`src/logic/tsq_params.svh`:
```
// constants of the trigger sequencer: offsets, codes, limits, timing
// assumes inclusion by the sequencer module and the bench
`ifndef TSQ_PARAMS_SVH
`define TSQ_PARAMS_SVH
// ----------------------------------------
// register byte offsets
// ----------------------------------------
`define TSQ_ADDR_CMD     8'h00
`define TSQ_ADDR_SRC     8'h04
`define TSQ_ADDR_TIMER   8'h08
`define TSQ_ADDR_DELAY   8'h0c
`define TSQ_ADDR_TCOUNT  8'h10
`define TSQ_ADDR_SCOUNT  8'h14
`define TSQ_ADDR_CONFIG  8'h18
`define TSQ_ADDR_HOLD    8'h1c
`define TSQ_ADDR_STATUS  8'h20
`define TSQ_ADDR_ERROR   8'h24
// ----------------------------------------
// command codes, written to the command register
// ----------------------------------------
`define TSQ_CMD_ABORT    8'h01
`define TSQ_CMD_INIT     8'h02
`define TSQ_CMD_CONT_ON  8'h03
`define TSQ_CMD_CONT_OFF 8'h04
`define TSQ_CMD_PRESET   8'h05
`define TSQ_CMD_RESET    8'h06
`define TSQ_CMD_RECALL   8'h07
`define TSQ_CMD_SAVE     8'h08
`define TSQ_CMD_BUS_TRIG 8'h09
`define TSQ_CMD_SIGNAL   8'h0a
`define TSQ_CMD_READ     8'h0b
`define TSQ_CMD_FETCH    8'h0c
`define TSQ_SLOT_LAST    2'h2
// ----------------------------------------
// control source codes
// ----------------------------------------
`define TSQ_SRC_IMM      3'h0
`define TSQ_SRC_TIMER    3'h1
`define TSQ_SRC_MAN      3'h2
`define TSQ_SRC_BUS      3'h3
`define TSQ_SRC_EXT      3'h4
// ----------------------------------------
// field positions and limits
// ----------------------------------------
`define TSQ_CFG_AUTODLY  0
`define TSQ_CFG_SCAN     1
`define TSQ_CFG_REMOTE   2
`define TSQ_STS_ERR      2
`define TSQ_COUNT_INF    16'h0000
`define TSQ_COUNT_ONE    16'h0001
`define TSQ_COUNT_MAX    16'hd6d8
`define TSQ_TIME_MAX_MS  30'h3b9ac9ff
`define TSQ_TIMER_DEF_MS 30'h0000064
`define TSQ_DELAY_DEF_MS 30'h0000000
`define TSQ_TICK_NS      1000000
`define TSQ_CLK_NS       8
// ----------------------------------------
// error codes; all but the conflict code are arbitrary
// ----------------------------------------
`define TSQ_ERR_NONE     16'h0000
`define TSQ_ERR_CONFLICT 16'hff23
`define TSQ_ERR_INIT     16'hff01
`define TSQ_ERR_SIGNAL   16'hff02
`define TSQ_ERR_CONT     16'hff03
`define TSQ_ERR_RANGE    16'hff04
`endif

```
`src/logic/tsq_pkg.sv`:
```
// types of the trigger sequencer
// assumes nothing beyond the sequencer itself
package tsq_pkg;
   // sequencer flow states
   typedef enum logic [2:0] {IDLE, START, WAIT_SRC, DELAY, ACTION, OUT_TRIG} tsq_state_t;
endpackage

```
`src/logic/tsq_trigger_sequencer.sv`:
```
// trigger sequencer: apb registers, trigger flow, counters, link pulses
// assumes apb master on clk, inputs synchronous to clk
//
// The address map and register access over APB were decided locally.
`timescale 1ns/1ps
`include "tsq_params.svh"

module tsq_trigger_sequencer #(
   parameter int MS_CYCLES = `TSQ_TICK_NS / `TSQ_CLK_NS   // clocks per ms
) (
   input  wire logic        clk,
   input  wire logic        reset_n,
   input  wire logic        psel,
   input  wire logic        penable,
   input  wire logic        pwrite,
   input  wire logic [7:0]  paddr,
   input  wire logic [31:0] pwdata,
   output logic      [31:0] prdata,
   output logic             pready,
   output logic             pslverr,
   input  wire logic        extTrigIn,
   input  wire logic        interlockIn,
   input  wire logic        trigKeyPress,
   input  wire logic        measureDone,
   output logic             measureStart,
   output logic             closeNextChannel,
   output logic             bufWrite,
   output logic      [15:0] bufAddr,
   output logic             readingsFetch,
   output logic             measurement_complete_output
);

   // ----------------------------------------
   // declarations
   // ----------------------------------------
   tsq_pkg::tsq_state_t state_r;          // flow state
   logic [2:0]  src_r;                    // control source
   logic [29:0] timer_r;                  // timer interval, ms
   logic [29:0] delay_r;                  // delay, ms
   logic [15:0] trigCnt_r;                // trigger count, 0 infinite
   logic [15:0] sampCnt_r;                // sample count
   logic        cont_r;                   // continuous initiation
   logic        autoDly_r;                // auto delay enable
   logic        scan_r;                   // internal scanner enable
   logic        remote_r;                 // remote mode
   logic [15:0] hold_r;                   // hold settings word
   logic        slotCont_r [3];           // saved setups
   logic [2:0]  slotSrc_r  [3];
   logic [15:0] slotTrig_r [3];
   logic [15:0] slotSamp_r [3];
   logic        errFlag_r;                // sticky error
   logic [15:0] errCode_r;                // last error code
   logic        oneShot_r;                // single cycle requested
   logic        fetchPend_r;              // read awaits completion
   logic        firstPass_r;              // timer bypass pass
   logic [15:0] trigLeft_r;               // trigger loops left
   logic [15:0] sampLeft_r;               // samples left
   logic [15:0] bufIndex_r;               // next buffer position
   logic [29:0] dlyLeft_r;                // ms left in delay
   logic [31:0] tickCnt_r;                // ms divider
   logic        extPrev_r;                // last external level
   logic        errNow;                   // error this cycle
   logic [15:0] errCodeNow;               // its code
   logic        addrHit;                  // mapped address

   // ----------------------------------------
   // apb decode
   // ----------------------------------------
   logic        setupPh;
   logic        wrEn;
   logic [7:0]  cmdCode;
   logic [1:0]  cmdSlot;
   logic        cmdWr;
   assign setupPh = psel & ~penable;
   assign wrEn    = psel & penable & pwrite;
   assign cmdWr   = wrEn & (paddr == `TSQ_ADDR_CMD);
   assign cmdCode = pwdata[7:0];
   assign cmdSlot = pwdata[9:8];
   assign pready  = 1'b1;
   assign pslverr = psel & penable & ~addrHit;

   // map of valid offsets
   always_comb begin
      case (paddr)
         `TSQ_ADDR_CMD, `TSQ_ADDR_SRC, `TSQ_ADDR_TIMER, `TSQ_ADDR_DELAY,
         `TSQ_ADDR_TCOUNT, `TSQ_ADDR_SCOUNT, `TSQ_ADDR_CONFIG,
         `TSQ_ADDR_HOLD, `TSQ_ADDR_STATUS, `TSQ_ADDR_ERROR: addrHit = 1'b1;
         default: addrHit = 1'b0;
      endcase
   end

   // ----------------------------------------
   // command strobes
   // ----------------------------------------
   logic isAbort, isInit, isContOn, isContOff, isPreset, isReset;
   logic isRecall, isSave, isBusTrig, isSignal, isRead, isFetch;
   logic slotOk, readOk, contOnOk, goTop, atIdle, waitSrc;
   assign slotOk    = cmdSlot <= `TSQ_SLOT_LAST;
   assign isAbort   = cmdWr & (cmdCode == `TSQ_CMD_ABORT);
   assign isInit    = cmdWr & (cmdCode == `TSQ_CMD_INIT);
   assign isContOn  = cmdWr & (cmdCode == `TSQ_CMD_CONT_ON);
   assign isContOff = cmdWr & (cmdCode == `TSQ_CMD_CONT_OFF);
   assign isPreset  = cmdWr & (cmdCode == `TSQ_CMD_PRESET);
   assign isReset   = cmdWr & (cmdCode == `TSQ_CMD_RESET);
   assign isRecall  = cmdWr & (cmdCode == `TSQ_CMD_RECALL) & slotOk;
   assign isSave    = cmdWr & (cmdCode == `TSQ_CMD_SAVE) & slotOk;
   assign isBusTrig = cmdWr & (cmdCode == `TSQ_CMD_BUS_TRIG);
   assign isSignal  = cmdWr & (cmdCode == `TSQ_CMD_SIGNAL);
   assign isRead    = cmdWr & (cmdCode == `TSQ_CMD_READ);
   assign isFetch   = cmdWr & (cmdCode == `TSQ_CMD_FETCH);
   assign atIdle    = state_r == tsq_pkg::IDLE;
   assign waitSrc   = state_r == tsq_pkg::WAIT_SRC;
   assign readOk    = isRead & ~cont_r;
   assign contOnOk  = isContOn & (sampCnt_r <= `TSQ_COUNT_ONE);
   assign goTop     = isAbort | isRecall | isPreset | isReset | readOk;

   // ----------------------------------------
   // register writes
   // ----------------------------------------
   logic wrSrc, wrTimer, wrDelay, wrTcount, wrScount, wrConfig, wrHold, wrStatus;
   logic srcOk, timerOk, delayOk, tcountOk, scountOk;
   assign wrSrc    = wrEn & (paddr == `TSQ_ADDR_SRC);
   assign wrTimer  = wrEn & (paddr == `TSQ_ADDR_TIMER);
   assign wrDelay  = wrEn & (paddr == `TSQ_ADDR_DELAY);
   assign wrTcount = wrEn & (paddr == `TSQ_ADDR_TCOUNT);
   assign wrScount = wrEn & (paddr == `TSQ_ADDR_SCOUNT);
   assign wrConfig = wrEn & (paddr == `TSQ_ADDR_CONFIG);
   assign wrHold   = wrEn & (paddr == `TSQ_ADDR_HOLD);
   assign wrStatus = wrEn & (paddr == `TSQ_ADDR_STATUS);
   assign srcOk    = pwdata <= {29'h0, `TSQ_SRC_EXT};
   assign timerOk  = pwdata <= {2'h0, `TSQ_TIME_MAX_MS};
   assign delayOk  = pwdata <= {2'h0, `TSQ_TIME_MAX_MS};
   assign tcountOk = pwdata <= {16'h0, `TSQ_COUNT_MAX};
   assign scountOk = (pwdata >= {16'h0, `TSQ_COUNT_ONE}) & (pwdata <= {16'h0, `TSQ_COUNT_MAX});

   // error detection, first cause wins
   always_comb begin
      errNow     = 1'b1;
      errCodeNow = `TSQ_ERR_NONE;
      if (isInit & ~atIdle) errCodeNow = `TSQ_ERR_INIT;
      else if (isSignal & ~waitSrc) errCodeNow = `TSQ_ERR_SIGNAL;
      else if (isRead & cont_r) errCodeNow = `TSQ_ERR_CONT;
      else if (isContOn & ~contOnOk) errCodeNow = `TSQ_ERR_CONT;
      else if (wrScount & scountOk & cont_r & (pwdata[15:0] > `TSQ_COUNT_ONE))
         errCodeNow = `TSQ_ERR_CONT;
      else if (wrHold & scan_r) errCodeNow = `TSQ_ERR_CONFLICT;
      else if ((wrSrc & ~srcOk) | (wrTimer & ~timerOk) | (wrDelay & ~delayOk)
               | (wrTcount & ~tcountOk) | (wrScount & ~scountOk))
         errCodeNow = `TSQ_ERR_RANGE;
      else if (cmdWr & ~(isAbort | isInit | isContOn | isContOff | isPreset | isReset
               | isRecall | isSave | isBusTrig | isSignal | isRead | isFetch))
         errCodeNow = `TSQ_ERR_RANGE;
      else errNow = 1'b0;
   end

   // sticky error flag, a new error beats the clear
   always_ff @(posedge clk) begin
      if (!reset_n) begin
         errFlag_r <= 1'b0;
         errCode_r <= `TSQ_ERR_NONE;
      end else begin
         if (errNow) begin
            errFlag_r <= 1'b1;
            errCode_r <= errCodeNow;
         end else if (wrStatus & pwdata[`TSQ_STS_ERR]) begin
            errFlag_r <= 1'b0;
         end
      end
   end

   // settings registers
   always_ff @(posedge clk) begin
      if (!reset_n || isReset) begin
         src_r     <= `TSQ_SRC_IMM;
         timer_r   <= `TSQ_TIMER_DEF_MS;
         delay_r   <= `TSQ_DELAY_DEF_MS;
         trigCnt_r <= `TSQ_COUNT_ONE;
         sampCnt_r <= `TSQ_COUNT_ONE;
         cont_r    <= 1'b0;
         hold_r    <= 16'h0000;
         autoDly_r <= 1'b0;
         scan_r    <= 1'b0;
         remote_r  <= 1'b0;
      end else if (isPreset) begin
         cont_r    <= 1'b1;
         trigCnt_r <= `TSQ_COUNT_INF;
         sampCnt_r <= `TSQ_COUNT_ONE;
      end else if (isRecall) begin
         cont_r    <= slotCont_r[cmdSlot];
         src_r     <= slotSrc_r[cmdSlot];
         trigCnt_r <= slotTrig_r[cmdSlot];
         sampCnt_r <= slotSamp_r[cmdSlot];
      end else begin
         if (contOnOk) cont_r <= 1'b1;
         if (isContOff) cont_r <= 1'b0;
         if (wrSrc & srcOk) src_r <= pwdata[2:0];
         if (wrTimer & timerOk) timer_r <= pwdata[29:0];
         if (wrDelay & delayOk) delay_r <= pwdata[29:0];
         if (wrTcount & tcountOk) trigCnt_r <= pwdata[15:0];
         if (wrScount & scountOk & ~(cont_r & (pwdata[15:0] > `TSQ_COUNT_ONE)))
            sampCnt_r <= pwdata[15:0];
         if (wrHold & ~scan_r) hold_r <= pwdata[15:0];
         if (wrConfig) begin
            autoDly_r <= pwdata[`TSQ_CFG_AUTODLY];
            scan_r    <= pwdata[`TSQ_CFG_SCAN];
            remote_r  <= pwdata[`TSQ_CFG_REMOTE];
            if (!pwdata[`TSQ_CFG_AUTODLY]) delay_r <= `TSQ_DELAY_DEF_MS;
         end
      end
   end

   // stored setup slots
   always_ff @(posedge clk) begin
      for (int i = 0; i < 3; i++) begin
         if (!reset_n) begin
            slotCont_r[i] <= 1'b0;
            slotSrc_r[i]  <= `TSQ_SRC_IMM;
            slotTrig_r[i] <= `TSQ_COUNT_ONE;
            slotSamp_r[i] <= `TSQ_COUNT_ONE;
         end else if (isSave && cmdSlot == 2'(i)) begin
            slotCont_r[i] <= cont_r;
            slotSrc_r[i]  <= src_r;
            slotTrig_r[i] <= trigCnt_r;
            slotSamp_r[i] <= sampCnt_r;
         end
      end
   end

   // ----------------------------------------
   // control source events
   // ----------------------------------------
   logic extFall, srcEvent, release_, moreSamp, moreTrig, dlyLoad, tick;
   assign extFall = extPrev_r & ~extTrigIn;

   // last level of the external trigger line
   always_ff @(posedge clk) begin
      if (!reset_n) extPrev_r <= 1'b1;
      else extPrev_r <= extTrigIn;
   end

   // event of the selected source
   always_comb begin
      case (src_r)
         `TSQ_SRC_IMM:   srcEvent = 1'b1;
         `TSQ_SRC_TIMER: srcEvent = 1'b1;
         `TSQ_SRC_MAN:   srcEvent = trigKeyPress & ~remote_r;
         `TSQ_SRC_BUS:   srcEvent = isBusTrig;
         `TSQ_SRC_EXT:   srcEvent = extFall & interlockIn;
         default:        srcEvent = 1'b0;
      endcase
   end

   assign release_ = waitSrc & (srcEvent | isSignal);
   assign moreSamp = sampLeft_r > `TSQ_COUNT_ONE;
   assign moreTrig = (trigCnt_r == `TSQ_COUNT_INF) | (trigLeft_r > `TSQ_COUNT_ONE);
   assign dlyLoad  = release_ | (state_r == tsq_pkg::ACTION & measureDone & moreSamp);
   assign tick     = tickCnt_r == 32'(MS_CYCLES - 1);

   // ----------------------------------------
   // flow state machine
   // ----------------------------------------
   always_ff @(posedge clk) begin
      if (!reset_n) state_r <= tsq_pkg::IDLE;
      // abort goes to start, which decides
      else if (goTop) state_r <= tsq_pkg::START;
      else begin
         case (state_r)
            tsq_pkg::IDLE:
               if (isInit | (contOnOk & ~cont_r)) state_r <= tsq_pkg::START;
            tsq_pkg::START:
               state_r <= (cont_r | oneShot_r) ? tsq_pkg::WAIT_SRC : tsq_pkg::IDLE;
            tsq_pkg::WAIT_SRC:
               if (release_) state_r <= tsq_pkg::DELAY;
            tsq_pkg::DELAY:
               if (dlyLeft_r == `TSQ_DELAY_DEF_MS) state_r <= tsq_pkg::ACTION;
            tsq_pkg::ACTION:
               if (measureDone) state_r <= moreSamp ? tsq_pkg::DELAY : tsq_pkg::OUT_TRIG;
            tsq_pkg::OUT_TRIG:
               state_r <= moreTrig ? tsq_pkg::WAIT_SRC : tsq_pkg::START;
            default: state_r <= tsq_pkg::IDLE;
         endcase
      end
   end

   // single cycle and pending fetch flags
   always_ff @(posedge clk) begin
      if (!reset_n) begin
         oneShot_r   <= 1'b0;
         fetchPend_r <= 1'b0;
      end else if (goTop) begin
         oneShot_r   <= readOk;
         fetchPend_r <= readOk;
      end else begin
         if (atIdle & isInit) oneShot_r <= 1'b1;
         else if (state_r == tsq_pkg::START) oneShot_r <= 1'b0;
         if (state_r == tsq_pkg::OUT_TRIG & ~moreTrig) fetchPend_r <= 1'b0;
      end
   end

   // ----------------------------------------
   // counters and timing
   // ----------------------------------------
   // millisecond divider, realigned at each delay load
   always_ff @(posedge clk) begin
      if (!reset_n || dlyLoad || tick) tickCnt_r <= 32'h0;
      else tickCnt_r <= tickCnt_r + 32'h1;
   end

   // loop counters, buffer position and delay
   always_ff @(posedge clk) begin
      if (!reset_n) begin
         firstPass_r <= 1'b1;
         trigLeft_r  <= `TSQ_COUNT_ONE;
         sampLeft_r  <= `TSQ_COUNT_ONE;
         bufIndex_r  <= 16'h0000;
         dlyLeft_r   <= `TSQ_DELAY_DEF_MS;
      end else if (state_r == tsq_pkg::START) begin
         firstPass_r <= 1'b1;
         trigLeft_r  <= trigCnt_r;
         sampLeft_r  <= sampCnt_r;
         bufIndex_r  <= 16'h0000;
      end else if (release_) begin
         firstPass_r <= 1'b0;
         if (src_r == `TSQ_SRC_TIMER && !firstPass_r && timer_r > delay_r)
            dlyLeft_r <= timer_r;
         else
            dlyLeft_r <= delay_r;
      end else if (state_r == tsq_pkg::DELAY) begin
         if (tick && dlyLeft_r != `TSQ_DELAY_DEF_MS) dlyLeft_r <= dlyLeft_r - 30'h1;
      end else if (state_r == tsq_pkg::ACTION) begin
         if (measureDone) begin
            bufIndex_r <= bufIndex_r + 16'h1;
            if (moreSamp) begin
               sampLeft_r <= sampLeft_r - 16'h1;
               dlyLeft_r  <= delay_r;
            end
         end
      end else if (state_r == tsq_pkg::OUT_TRIG && moreTrig) begin
         // next loop overwrites from the start
         bufIndex_r <= 16'h0000;
         sampLeft_r <= sampCnt_r;
         if (trigCnt_r != `TSQ_COUNT_INF) trigLeft_r <= trigLeft_r - 16'h1;
      end
   end

   // ----------------------------------------
   // outputs
   // ----------------------------------------
   always_ff @(posedge clk) begin
      if (!reset_n) begin
         measureStart                <= 1'b0;
         closeNextChannel            <= 1'b0;
         bufWrite                    <= 1'b0;
         bufAddr                     <= 16'h0000;
         readingsFetch               <= 1'b0;
         measurement_complete_output <= 1'b0;
      end else begin
         measureStart     <= ~goTop & (state_r == tsq_pkg::DELAY) & (dlyLeft_r == `TSQ_DELAY_DEF_MS);
         closeNextChannel <= ~goTop & (state_r == tsq_pkg::DELAY) & (dlyLeft_r == `TSQ_DELAY_DEF_MS) & scan_r;
         bufWrite <= (state_r == tsq_pkg::ACTION) & measureDone & (sampCnt_r > `TSQ_COUNT_ONE);
         if ((state_r == tsq_pkg::ACTION) & measureDone) bufAddr <= bufIndex_r;
         readingsFetch <= isFetch | (fetchPend_r & ~goTop & (state_r == tsq_pkg::OUT_TRIG) & ~moreTrig);
         // pulse at end of sample series
         measurement_complete_output <= ~goTop & (state_r == tsq_pkg::OUT_TRIG);
      end
   end

   // read data, taken in the setup phase
   always_ff @(posedge clk) begin
      if (!reset_n) prdata <= 32'h0;
      else if (setupPh) begin
         case (paddr)
            `TSQ_ADDR_SRC:    prdata <= {29'h0, src_r};
            `TSQ_ADDR_TIMER:  prdata <= {2'h0, timer_r};
            `TSQ_ADDR_DELAY:  prdata <= {2'h0, delay_r};
            `TSQ_ADDR_TCOUNT: prdata <= {16'h0, trigCnt_r};
            `TSQ_ADDR_SCOUNT: prdata <= {16'h0, sampCnt_r};
            `TSQ_ADDR_CONFIG: prdata <= {29'h0, remote_r, scan_r, autoDly_r};
            `TSQ_ADDR_HOLD:   prdata <= {16'h0, hold_r};
            `TSQ_ADDR_STATUS: prdata <= {bufIndex_r, 11'h0, ~atIdle, waitSrc, errFlag_r, cont_r, atIdle};
            `TSQ_ADDR_ERROR:  prdata <= {16'h0, errCode_r};
            default:          prdata <= 32'h0;
         endcase
      end
   end

endmodule

```
`config.mk`:
```
export PLATFORM = sky130hd
export DESIGN_NAME = tsq_trigger_sequencer
export DESIGN_NICKNAME = d
export VERILOG_FILES = /design/src/logic/tsq_pkg.sv /design/src/logic/tsq_trigger_sequencer.sv
export VERILOG_INCLUDE_DIRS = /design/src /design/src/logic
export SDC_FILE = /design/constraint.sdc
export NUM_CORES = 1
export LEC_CHECK = 0
export ABC_AREA = 1
export BUFFER_PORTS_ARGS = -buffer_cell sky130_fd_sc_hd__buf_2
export CORE_ASPECT_RATIO = 1.25
export CORE_MARGIN = 2
export CORE_UTILIZATION = 45
export DETAILED_ROUTE_END_ITERATION = 10
export GPL_ROUTABILITY_DRIVEN = 0
export PLACE_DENSITY = 0.72
export SLEW_MARGIN = 20
export SYNTH_ARGS = -nofsm -noshare
export SYNTH_HDL_FRONTEND = slang
export SYNTH_SLANG_ARGS = --single-unit
```
`constraint.sdc`:
```
create_clock -name clk -period 4.7 [get_ports clk]
set_input_delay 0.235 -clock clk [delete_from_list [all_inputs] [get_ports clk]]
set_output_delay 0.235 -clock clk [all_outputs]
set_load 0.1 [all_outputs]
```
Yosys cells after proc, flatten, opt, wreduce, memory -nomap -nowiden:

Memories as Yosys holds them, arrays and structs flattened.
Index checks and enable logic that the tools add are counted.

* shift operators: 0
* multiply operators: 0
* reduce and logical (&&, ||, !) cells: 51
* magnitude comparators: 11
* bitwise operators: 129
* $add $sub $neg: 5
* mux-type cells: 94
* equal/unequal tests: 47
* div/mod/pow operators: 0

Operators by type and width (count)
* 2-to-1 mux 16 bit: 34
* 2-to-1 mux 30 bit: 10
* one-hot mux 32 bit (9 select lines): 1
* AND 1 bit: 69
* greater-than comparator 16 x 1 -> 1 bit, second input constant: 4
* equality test 8 x 4 -> 1 bit, second input constant: 7
* equality test 8 x 3 -> 1 bit, second input constant: 5
* OR 1 bit: 37
* 2-to-1 mux 1 bit: 35
* adder 32 x 1 -> 32 bit, second input constant: 1
* equality test 32 x 17 -> 1 bit, second input constant: 1
* equality test 8 x 5 -> 1 bit, second input constant: 4
* greater-or-equal comparator 32 x 1 -> 1 bit, second input constant: 1
* less-or-equal comparator 32 x 16 -> 1 bit, second input constant: 1
* less-or-equal comparator 32 x 3 -> 1 bit, second input constant: 1
* less-or-equal comparator 32 x 30 -> 1 bit, second input constant: 1
* subtractor 16 x 1 -> 16 bit, second input constant: 2
* greater-than comparator 30 bit: 1
* zero test 30 bit: 1
* 2-to-1 mux 3 bit: 10
* nonzero test 30 bit: 1
* subtractor 30 x 1 -> 30 bit, second input constant: 1
* NOT 1 bit: 23
* one-hot mux 3 bit (6 select lines): 1
* other kinds (34): 85

* word-level logic and storage cells: 372
* input port bits: 49
* memory bits (writable): 108
* memories kept: 4
* latch bits: 0
* ROM bits: 0
* bits in registers: 302

Memory list
* slotSamp_r: words 3, bits a word 16, read ports 1, clocked after memory_dff 0, wr ports 3, RTL line tsq_trigger_sequencer.sv:50 `logic [15:0] slotSamp_r [3];`
* slotTrig_r: words 3, bits a word 16, read ports 1, clocked after memory_dff 0, wr ports 3, RTL line tsq_trigger_sequencer.sv:49 `logic [15:0] slotTrig_r [3];`
* slotSrc_r: words 3, bits a word 3, read ports 1, clocked after memory_dff 0, wr ports 3, RTL line tsq_trigger_sequencer.sv:48 `logic [2:0] slotSrc_r [3];`
* slotCont_r: words 3, bits a word 1, read ports 1, clocked after memory_dff 0, wr ports 3, RTL line tsq_trigger_sequencer.sv:47 `logic slotCont_r [3];`

Logic depth before layout (Yosys ltp):

Gate-level depths: netlist of the first run.

* depth in word-level cells: 26
* depth in mapped cells: 17
* depth with buffers taken out: 16

Worst setup path before layout of the first run:

No wires, ideal clock.

* path kind: input -> output
* start: in paddr[7]
* end: out pslverr
* data arrival time: 3136 ps
* buffers on the path: 1
* cell stages on the path: 8
* setup slack: 1329 ps
* path through: nor2_2 -> nor3b_2 -> nand2_1 -> inv_2 -> clkbuf_1 -> nor4_1 -> nand3_1 -> nor3_1

* word-level cells in the longest chain between the ends: 5
* elaborated cells on any way between the ends: 14

RTL lines
* start, declared: RTL line tsq_trigger_sequencer.sv:16 `input wire logic [7:0] paddr,`
* equality test 8 x 3 -> 1 bit (tied with other cells): RTL line tsq_trigger_sequencer.sv:84 `case (paddr)`
* OR reduction 10 bit *: RTL line tsq_trigger_sequencer.sv:84
* 2-to-1 mux 1 bit *: RTL line tsq_trigger_sequencer.sv:84
* NOT 1 bit *: RTL line tsq_trigger_sequencer.sv:80 `assign pslverr = psel & penable & ~addrHit;`
* AND 1 bit *: RTL line tsq_trigger_sequencer.sv:80
* end, declared: RTL line tsq_trigger_sequencer.sv:20 `output logic pslverr,`

Mark *: on every way between the ends. The rest lies on a longest branch, timed or not.

Worst setup path after layout of the first run:

* start: in pwdata[0]
* end: reg sampCnt_r[0]

* word-level cells in the longest chain between the ends: 5
* elaborated cells on any way between the ends: 20

RTL lines
* start, declared: RTL line tsq_trigger_sequencer.sv:17 `input wire logic [31:0] pwdata,`
* greater-or-equal comparator 32 x 1 -> 1 bit (tied with other cells): RTL line tsq_trigger_sequencer.sv:134 `` assign scountOk = (pwdata >= {16'h0, `TSQ_COUNT_ONE}) & (pwdata <= {16'h0, `TSQ_COUNT_MAX}); ``
* AND 1 bit, on equally long branches: RTL line tsq_trigger_sequencer.sv:134, tsq_trigger_sequencer.sv:200
* AND 1 bit or NOT 1 bit (tied branches): RTL line tsq_trigger_sequencer.sv:200 `` if (wrScount & scountOk & ~(cont_r & (pwdata[15:0] > `TSQ_COUNT_ONE))) ``
* AND 1 bit: RTL line tsq_trigger_sequencer.sv:200
* nonzero test 2 bit (no line)
* end signal, assigned: RTL line tsq_trigger_sequencer.sv:187 `` sampCnt_r <= `TSQ_COUNT_ONE; ``
* end signal, assigned: RTL line tsq_trigger_sequencer.sv:192 `sampCnt_r <= slotSamp_r[cmdSlot];`
* end signal, assigned: RTL line tsq_trigger_sequencer.sv:201 `sampCnt_r <= pwdata[15:0];`
* end, declared: RTL line tsq_trigger_sequencer.sv:41 `logic [15:0] sampCnt_r;`

Several ways; a longest one is shown, not always the timed one. The select of a mux whose other input is x is not followed.
A chain may end at the register's enable or synchronous reset.

==> run summary, run 1 <==
The region available for standard cell placement spans 46000 sq um. The tools report the instance count of the mapped netlist as 2911. In this run, synthesis produced a sequential element count of 399. For met1 alone, demand over resource in global routing was 32.8%. The tools report the cell at the root of the clock tree as clkbuf_16. The logs give 304 MHz for the maximum frequency from static timing analysis and 0 for the number of hold violations in the final report. The top-level port count is 104, and the top fanout value on the critical path is 33. STA puts the critical path data required time at 5.13 ns. The register share of total power came out at 49.3%. At the end of the flow the core is filled with cells to 50.5%. The logs give 0.0176 ns for the clock skew and 20900 sq um for the post-synthesis cell area.

Global routing consumed, over all layers together, 27.4% of the routing resources. Category of the worst setup path launch point: an input pin. The final layout contains routed wiring with a total length of 67900 um. For the total design power, the log shows 7230 uW. The run gives 61 as the maximum number of pins on one net before global-route repair. The slowest cell on the critical path was nand2_1. Walking the worst path, the cells encountered are dlygate4sd3_1, buf_2, inv_1, nand2_1, inv_1, nand2_1, nor2_1, nand2_1, nand2_1, inv_1, nand2_1, a21oi_1, o221ai_1. TritonCTS built the clock tree. Synthesis instantiated 58 different standard cells from the library.

In this run the most used layer during global routing was met2. Data arrives at the worst endpoint at 3.72 ns. Across the run, the number of max-cap violations was 0.

The via count of the first global-routing pass is 19049. The average routed wire per standard cell works out to 19.0 um. The commonest register cell after synthesis is dfxtp_1.

The analysis attributes to cell leakage a power of 0.00905 uW. The worst-margin pin slew was 1.14 ns. The synthesized area divided by synthesized cell count works out to 7.19 sq um. Leaving out fill and tap cells, the most frequent cell in the layout is nand2_1. The worst setup path is captured at a flop. For this design the total switching power over the nets is 1660 uW. Summed over all nets, the half-perimeter wirelength after detailed placement is 47900 um.

The quantity of I/O buffers inserted on ports works out to 102. For this run, the number of Yosys warnings is 0. The first-pass detailed-route iteration total was 6; the number of antenna violations at the first check in global routing was 1.

The mean number of vias per cell is 5.78. Cell seen most often among critical-path stages: nand2_1. The tools report the H-tree depth as 2. Growth of design area from synthesis to finish: 11.0%. Including well taps, the total number of placed cells is 3488.

The path class of the tightest hold or removal check is input pin to flop. Measured against its own limit, the worst slew margin works out to 23.7%. Setup total negative slack on the finished layout was measured at 0 ns.

The leftover overflow at the end of global routing is 0, and the initial detailed-routing violation count is 2071. For this configuration, the core starts out at a cell density of 45.5%. In the final layout, the share of cells above drive strength 1 is 8.45%. The number of nets in the synthesized netlist is 2997.

The floorplan step set the die width to 197 um. Net switching is 23.0% of the power. After clock tree synthesis, the repair step resized 0 gates. For this run, asynchronously set or reset flops after synthesis account for 0%.

The die span in y is 245 um, and the clock network latency to the later pin of the worst-skew pair is 0.56 ns. The clock-pin slew on the worst setup and hold paths was 0.07 ns; the net total in the final layout was 3035. Across all hold checks on the routed design, the worst slack comes to 0.0272 ns. The run gives 104000 um as the global-route wire length before repair. Critical path start-end classification: input pin to flop.

The routed layout has 20619 vias. Setup violations remaining at the end of the flow were counted as 0. Setup repair after global routing left no endpoint under its margin.

Number of setup buffers added after CTS: 0. Global routing used 3.81% of the available met3 tracks. Dividing total power by cell area gives a power density of 311 nW/um^2.

In this run the core area contains 88 standard-cell rows. The delay contributed by the slowest stage of the critical path came out at 0.96 ns. The count of cells in the finished layout, fillers not included, comes to 3567. The count of clock tree sinks is 399, and the global-route track usage on met2 is 47.1%.

Once detail routing completed, the nets flagged for antenna violations numbered 0. The die covers 48300 sq um. The fraction of the cycle the final worst path needs is 70.0%, and the count of flip-flops with a built-in enable after synthesis is 107. The proportion of power drawn by combinational gates is 4.0%, and the sequential element share of the synthesized area is 43.3%.

Max-slew violation count: 0. Subtracting the final worst setup slack from the clock period gives 3.29 ns. The number of buffers inserted for hold repair after clock tree synthesis was 2. The clock passes through at most 3 buffers.

The maximum vdd ir drop is 0.000211 V, and the relative contribution of the clock network to total power is 46.7%. In the routed design, unresolved DRC markers number 0. The flow ran to the end, and the final reports show no timing, DRC or antenna violations. The total internal power is 5570 uW.

The top cell types in the final layout, fill and taps aside, are nand2_1 (551), nor2_1 (475), dfxtp_1 (292). TritonCTS created 42 clock buffers.
worst max-delay path: cells and delay by family:
| kind | cells | cell delay, ns |
|---|---|---|
| buffers and inverters | 5 | 1.60 |
| and+or+nand+nor | 6 | 1.38 |
| AOI/OAI and AO/OA | 2 | 0.51 |
metal layers:
layer | wire, um | vias to the layer above
met5 | 0 | -
met4 | 4220 | 0
met3 | 5080 | 246
met2 | 32300 | 964
met1 | 26300 | 9614
li1 | - | 9795
metrics by stage:
stage	setup slack [ns]	instance area, sq um
after floorplan	1.33	20900
after global placement	1.38	21800
after detailed placement	1.26	21800
after CTS	1.48	23200
after global routing	1.17	23200
final	1.41	23200
cells by family (layout without fill, tap and decap cells):
group                    after synthesis  count (layout)  share of synthesized area, %
adder cells (fa/ha/maj)               37              37                          2.21
flip-flops                           399             399                          43.3
other                                  1               2                        0.0179
buffers and inverters                444             514                          8.39
AND/OR/NAND/NOR                     1300            1300                          25.9
XOR/XNOR                              44              44                          1.84
AO/OA/AOI/OAI                        686             686                          18.4
layout make-up:
class,count,area (sq um)
inverters,306,1150
diodes,1,2.50
well taps,585,732
multi-input cells,2068,10200
flip-flops and latches,399,9060
repair buffers,132,753
clock buffers,54,1150
clock inverters,22,219
fillers,4390,22800
path summary, 6_finish.rpt:
check	startpoint	endpoint	slack, ns	cells after the start
setup / recovery	pwdata[0]	sampCnt_r[0]	1.41	13
hold / removal	pwdata[25]	delay_r[25]	0.03	3
setup reg to reg	trigLeft_r[0]	sampLeft_r[11]	1.53	11
hold reg to reg	tickCnt_r[0]	tickCnt_r[0]	0.45	1
synthesized netlist by cell type, types with 4 or more instances:
master | n | area share (%)
nor4_1 | 14 | 0.42
edfxtp_1 | 107 | 15
nor2_1 | 480 | 8.6
nand3_1 | 121 | 2.9
o21ai_0 | 213 | 5.1
a22o_1 | 32 | 1.3
or2_2 | 7 | 0.21
nor2_2 | 4 | 0.12
buf_6 | 6 | 0.32
o31ai_1 | 11 | 0.39
inv_1 | 289 | 5.2
buf_4 | 4 | 0.14
a31oi_1 | 7 | 0.21
nor3b_1 | 6 | 0.22
inv_2 | 12 | 0.22
dfxtp_1 | 292 | 28
nand2_1 | 552 | 9.9
a21oi_1 | 284 | 6.8
o22ai_1 | 28 | 0.84
xor2_1 | 35 | 1.5
xnor2_1 | 9 | 0.38
o221ai_1 | 10 | 0.42
o2111ai_1 | 4 | 0.17
buf_1 | 7 | 0.13
o21ai_1 | 34 | 0.81
buf_2 | 21 | 0.50
o211ai_1 | 28 | 1.0
nor3_1 | 48 | 1.1
clkbuf_1 | 100 | 1.8
ha_1 | 37 | 2.2
a211oi_1 | 23 | 0.82
nand2_2 | 6 | 0.18
a221oi_1 | 4 | 0.17
nand4_1 | 42 | 1.3
power groups by stage:
stage	Sequential (uW)	Combinational, uW	Clock [uW]
after floorplan	3640	161	0
after global placement	3640	277	0
after detailed placement	3640	280	0
after CTS	3560	282	3400
after global routing	3560	309	3550
final	3560	292	3380
flip-flops by register name, indices dropped and copies added, names as in the netlist, 9 cells and up:
name,count
slotSamp_r,48
slotTrig_r,48
tickCnt_r,32
trigLeft_r,16
bufAddr,16
dlyLeft_r,30
hold_r,16
slotSrc_r,9
bufIndex_r,16
timer_r,30
delay_r,30
sampLeft_r,16
prdata,32
sampCnt_r,16
trigCnt_r,16
(Power assumes the default switching activity.)
==> inputs of run 2 (changes only) <==
Settings changed: ABC_AREA 1 to 0, PLACE_DENSITY 0.72 to 0.74.
Clock period 4.7 ns to 3 ns, I/O delays scaled along.
==> run summary, run 2 <==
The floorplan step set the die height to 242 um. For this block, the via count after detailed routing is 18629. For this run, design rule violations remaining after detail routing come to 0. Summed over all nets, the switching power comes to 4350 uW. Across the VDD grid, the largest voltage drop is 0.000458 V.

Worst-margin pin slew: 1.09 ns. Data arrives at the worst endpoint at 3.34 ns. The wire-length estimate of the detail-placed layout is 45800 um.

The commonest cells after synthesis are dfxtp_1 (292), nor2_1 (224), nand2_1 (217), mux2i_1 (140), a21oi_1 (135). The final layout contains routed wiring with a total length of 65200 um. The delay contributed by the slowest stage of the critical path was 0.58 ns; the clock-pin slew on the worst setup and hold paths was 0.06 ns. The initial cell density of the core was 45.5%; the finished layout cell area was 23900 sq um.

The synthesis warning total was 0; the share of the synthesized area in the top cell type was 28.6%. Setup repair after global routing left no endpoint under its margin. Internal power comes to 9960 uW. The footprint of the flip-flops and latches was 9060 sq um; the share of async-settable or async-resettable flops after synthesis was 0%.

Yosys instantiated no cell more often than dfxtp_1. The number of hold violations in the final report is 0, and the critical path required time is 3.47 ns. The first routing iteration left 2133 violations.

After synthesis, flip-flops and latches occupy 44.3% of the total area. For the maximum frequency from static timing analysis, the log shows 348 MHz. Register share of total power: 41.2%. The worst hold path belongs to the class input pin to flop. Global routing finished with a remaining overflow of 0.

Counting the buffers created by CTS gives 41. The via count of the first global-routing pass was 17846; the quantity of I/O buffers inserted on ports was 102. The post-layout minimum cycle time is 2.88 ns, and the number of placement rows is 87. The fraction of the cycle the final worst path needs works out to 95.9%. The share of cells above drive strength 1 came out at 15.9%.

The tree is rooted in a clkbuf_16. In this run, synthesis produced a sequential element count of 399. In this run the power density over the cells is 599 nW/um^2.

The die is 195 um wide. The net switching share of the total power was 30.4%. The die covers 47200 sq um. The first-pass detailed-route iteration total is 6, and the H-tree depth is 2. The tools report the top-level port count as 104. The logs give 2486 for the net total in the final layout and 2917 for the placed instance count. Across the run, the number of max-cap violations was 0. Commonest register cell after synthesis: dfxtp_1.

Leaving out fill and tap cells, the most frequent cells in the layout are dfxtp_1 (292), nor2_1 (224), nand2_1 (217). The largest registers in the layout are slotSamp_r: 48 flops, slotTrig_r: 48 flops. The global-route wire length before repair is 102000 um. The number of antenna violations at the first check in global routing was 4. The library cell used most frequently in the layout, excluding fill and tap cells, is dfxtp_1. The count of placed standard cells in the final layout, fillers left out was 3013. Entering global routing, the biggest net connects 60 pins. Averaged over all synthesized cells, the footprint is 9.02 sq um. The run finished with clean final reports.

The count of flip-flops with a built-in enable after synthesis was 107; the total routing resource utilization after global routing was 27.0%. Cell type contributing the most total cell area after synthesis: dfxtp_1. For the post-synthesis cell area, the log shows 20500 sq um.

In this run the worst path has a maximum fanout of 15. The critical path is of the flop to flop type. Traced cell by cell, the critical path runs through or4_1, or4_4, nor4_4, o22ai_4, o21ai_1, buf_4, a221oi_1, o22ai_1.

The growth of design area from synthesis to finish is 16.8%, and the number of distinct library cell variants in the gate-level netlist after synthesis is 89. The slowest stage of the critical path belongs to the cell or4_1. The clock network burns 37.5% of the power.

The count of nets left with antenna violations once routing finished came out at 0. Setup total negative slack on the finished layout was measured at 0 ns. The tools report the core footprint as 45000 sq um. The instance count of the mapped netlist was 2268.

In this run the deepest clock path goes through 3 buffers. The average routed wire per standard cell came out at 21.6 um. In the post-synthesis netlist, the biggest area contributors are dfxtp_1 (29%), edfxtp_1 (16%), mux2i_1 (6.8%), nor2_1 (4.1%), nand2_1 (4.0%). TritonCTS built the clock tree. The tools report the filler cell count as 3974. The placed instances occupy a cell area of 22200 sq um. The proportion of power drawn by combinational gates came out at 21.3%. The worst setup path is captured at a flop. The run gives 53.2% as the final core utilization. Clock tree synthesis found a total of 399 sinks. For the max-slew violation count, the log shows 0. The final setup violation count was 0; the mean number of vias per cell was 6.18.

The multi-input combinational cells in the finished layout cover a total of 10700 sq um. The clock network latency to the later pin of the worst-skew pair was 0.56 ns; the post-synthesis net count was 2354. The tools report the worst slew slack as a fraction of its limit as 26.9%. For this design the static power due to leakage is 0.00925 uW. The worst setup path is launched from a flop.

For the final database, setup skew stands at 0.0152 ns.
[run 2: changes by cell type after synthesis, sizes merged, moves of 39 or more]
cell	before	now
nand2	559	218
nor2	487	224
inv	303	54
a21oi	284	137
mux2i	0	140
o21ai	247	127
and2	1	107
nand3	122	55
mux2	0	39
[run 2: logic make-up after synthesis]
| logic type | after synthesis | synth area share [%] |
|---|---|---|
| AOI/OAI and AO/OA | 516 | 16.7 |
| xor gates and xnor gates | 59 | 2.53 |
| adders and majority gates | 37 | 2.26 |
| buffers and inverters | 214 | 4.15 |
| DFF | 399 | 44.3 |
| muxes | 179 | 9.00 |
| other | 1 | 0.0183 |
| and+or+nand+nor | 863 | 21.1 |
[run 2: repair_timing]
item,CTS,global route
hold buffers,17,0
endpoints found under the setup margin,3,36
gates resized for setup,2,5
hold endpoints to repair,30,0
setup buffers,0,1
pin swaps,0,1
[run 2: per-layer routing]
layer | vias up | share of wire [%] | track usage [%]
li1 | 8536 | - | -
met1 | 8920 | 40 | 34.8
met2 | 963 | 45 | 43.3
met3 | 208 | 9.3 | 5.50
met4 | 2 | 5.2 | 13.4
met5 | - | 0.020 | 0
[run 2: path summary, 6_finish.rpt]
path	start	to	slack, ns	depth (start not counted)
worst min register to register	autoDly_r	autoDly_r	0.46	2
worst min-delay path	pwdata[5]	hold_r[5]	0.06	4
worst max-delay path	dlyLeft_r[6]	dlyLeft_r[27]	0.12	8
worst max register to register	dlyLeft_r[6]	dlyLeft_r[27]	0.12	8
[run 2: power groups by stage]
| stage | logic [uW] | registers (uW) | clock network, uW |
|---|---|---|---|
| after floorplan | 1780 | 6110 | 0 |
| after global placement | 2840 | 5990 | 0 |
| after detailed placement | 2890 | 6000 | 0 |
| after CTS | 2940 | 5880 | 5420 |
| after global routing | 3270 | 5910 | 5630 |
| final | 3050 | 5900 | 5370 |
[run 2: worst max-delay path, delay by kind of cell, from the launching register on]
| family | cells | cell delay, ns |
|---|---|---|
| and+or+nand+nor | 3 | 1.50 |
| AOI/OAI and AO/OA | 4 | 0.73 |
| DFF | 1 | 0.35 |
| buffers and inverters | 1 | 0.19 |
[run 2: final cells by class]
| type | instances | share of cell area, % |
|---|---|---|
| tap | 578 | 3.03 |
| inverter | 56 | 0.880 |
| clock inverter | 20 | 0.916 |
| clock buffer | 56 | 5.01 |
| timing repair buffer | 247 | 7.50 |
| antenna | 2 | 0.0209 |
| multi-input combinational | 1655 | 44.7 |
| sequential | 399 | 37.9 |
[run 2: per-stage QoR]
stage / power (uW) / worst slack [ns] / hold slack (ns)
2_1_floorplan: 7890 / 0.198 / 0.251
3_3_place_gp: 8830 / 0.102 / 0.347
3_5_place_dp: 8880 / 0.0113 / 0.353
4_1_cts: 14200 / 0.0239 / 0.0334
5_1_grt: 14800 / 0.0117 / 0.0523
6_report: 14300 / 0.123 / 0.0581
==> inputs of run 3 (changes only) <==
Settings changed: PLACE_DENSITY 0.74 to unset.
==> run summary, run 3 (synthesis results as in run 2) <==
The run finished with clean final reports. The run gives 0 as the number of hold violations in the final report. The max-slew violation count came out at 0.

In this run the vertical extent of the chip is 242 um. Headroom to the max-slew limit came out at 34.6%. For the total number of vias, the log shows 18368. Clock network latency to the later pin of the worst-skew pair: 0.58 ns. Once the floorplan was initialized, standard cells occupied 45.5% of the core.

Top fanout value on the critical path: 11. The floorplan step defined a die boundary enclosing 47200 sq um. Leaving out fill and tap cells, the most frequent cell in the layout is dfxtp_1.

The logs give 4 for the number of antenna violations at the first check in global routing and 3046 for the count of placed standard cells in the final layout, fillers left out. After floorplanning, the core was sized to cover 45000 sq um. The growth of design area from synthesis to finish was 18.2%.

In the layout the commonest cells are dfxtp_1 (292), nor2_1 (224), nand2_1 (217). Entering global routing, the biggest net connects 73 pins. The net total in the final layout came out at 2517. TritonCTS created 43 clock buffers. In this run the critical register-to-register path is launched from dlyLeft_r[6].

The floorplan has 87 rows. The tools report the startpoint of the most critical setup path as dlyLeft_r[6]. Using the TritonRoute via totals, the vias-per-cell ratio works out to 6.03. STA classifies the critical path endpoint as a flop. The share of cells above drive strength 1 was 16.9%.

In this run the worst hold path is classified as input pin to flop. TritonCTS built the clock tree. Data on the critical path is required at its endpoint by 3.43 ns.

The worst-margin pin slew was 0.979 ns. 104 I/O pins were placed. Prior to clock tree synthesis, the placed netlist has a worst setup slack of -0.313 ns. IR analysis of the VDD net gives a maximum drop of 0.000463 V. The first-pass detailed-route iteration total was 8. Startpoint of the lowest-slack hold path: pwdata[15].

The H-tree was split into 2 levels. The final layout contains routed wiring with a total length of 69000 um. For the leftover overflow at the end of global routing, the log shows 0. For the final setup violation count, the log shows 0. Setup repair after global routing left no endpoint under its margin. In this run the remaining antenna-violating nets after routing total 0. The first global-routing pass estimated 105000 um of wire.

The initial detailed-routing violation count was 1650. The power per cell area came out at 598 nW/um^2. After detailed routing, the number of remaining DRC violations is 0.

The category of cells accounting for the largest share of critical-path delay was compound AO/OA/AOI/OAI gates. The setup path with the least slack is of type flop to flop. After detailed routing, the average wire length per cell comes to 22.7 um.

CTS placed an instance of clkbuf_16 at the clock tree root. For the final worst slack, the log shows 0.108 ns. For the worst setup path, the data arrival time is 3.32 ns. After layout, the worst path uses 96.4% of the clock period. The worst setup path is launched from a flop. In the final layout, the registers with the most flip-flops are slotSamp_r: 48 flops, slotTrig_r: 48 flops. The clock-pin slew on the worst setup and hold paths works out to 0.06 ns. The slowest cell on the critical path was or4_1.

Walking the worst path, the cells encountered are or4_1, or4_4, o41a_4, a21oi_4, buf_12, a21oi_2, a211oi_1, o22ai_1. The tool flagged a number of max-cap violations equal to 0. The quantity of I/O buffers inserted on ports was 102; the post-layout minimum cycle time was 2.89 ns. Global routing used 28.7% of the available tracks across all layers. Counting tap cells, the placed design contains a total of 2943 instances. The buffer levels on the longest clock path came out at 3.

For this design the static power due to leakage is 0.00943 uW. Delay contributed by the slowest stage of the critical path: 0.59 ns. For the via count of the first global-routing pass, the log shows 17517.

The die is 195 um wide. Total negative setup slack: 0 ns. The clock arrives with 0.0157 ns of skew.

The critical path buffer and inverter count was 1; the count of clock tree sinks was 399. The maximum frequency from static timing analysis is 346 MHz. Detailed placement finished with a half-perimeter wire length of 49000 um.
run 3: cell count changes in the layout (fill, tap and decap cells not counted), sizes merged:
cell	previous run	this run
buf	230	256
clkbuf	56	66
dlygate4sd3	17	20
clkinv	14	8
inv	58	56
clkinvlp	0	2
run 3: report_power, final:
| group | switching [uW] | internal (uW) | total, uW |
|---|---|---|---|
| logic | 1860 | 1030 | 2890 |
| clock network | 2260 | 3400 | 5660 |
| registers | 195 | 5720 | 5910 |
| total | 4310 | 10100 | 14500 |
run 3: per-layer routing:
metal	share of wire (%)	wire, um	track usage [%]	up-vias
met5	0.039	27	0	-
met2	47	32500	48.1	730
met1	42	28700	37.2	8911
met3	7.7	5340	5.16	113
met4	3.5	2400	9.98	4
li1	-	-	-	8610
run 3: tightest hold or removal path, cell delays in order:
cell and delay [ns]:
buf_2 0.11, buf_4 0.18, nand2_1 0.07, a21oi_1 0.05
run 3: through the flow:
| stage | utilization (%) | hold slack [ns] | area (sq um) | total power, uW |
|---|---|---|---|---|
| CTS | 53.7 | 0.00591 | 24200 | 14500 |
| global placement | 49.9 | 0.350 | 22400 | 8770 |
| detailed placement | 49.9 | 0.365 | 22400 | 8800 |
| floorplan | - | 0.251 | 20500 | 7890 |
| global route | 53.8 | 0.0315 | 24200 | 15000 |
| finish | 53.8 | 0.0387 | 24200 | 14500 |
run 3: timing repair:
action / 4_1_cts / 5_1_grt
pin swaps: 0 / 1
gates resized for setup: 2 / 3
endpoints found under the setup margin: 5 / 17
buffers inserted: 0 / 1
hold endpoints to repair: 36 / 0
hold buffers: 20 / 0
run 3: final timing paths:
kind / to / slack [ns] / cells after the start
setup reg to reg: dlyLeft_r[21] / 0.11 / 8
setup / recovery: dlyLeft_r[21] / 0.11 / 8
hold / removal: hold_r[15] / 0.04 / 4
hold reg to reg: autoDly_r / 0.46 / 2
run 3: area by class of cell:
type	instances	area (sq um)
fillers	4074	20800
multi-input cells	1655	10700
flip-flops and latches	399	9060
repair buffers	276	2000
clock buffers	66	1330
well taps	578	723
inverters	56	210
clock inverters	14	189
diodes	2	5.00
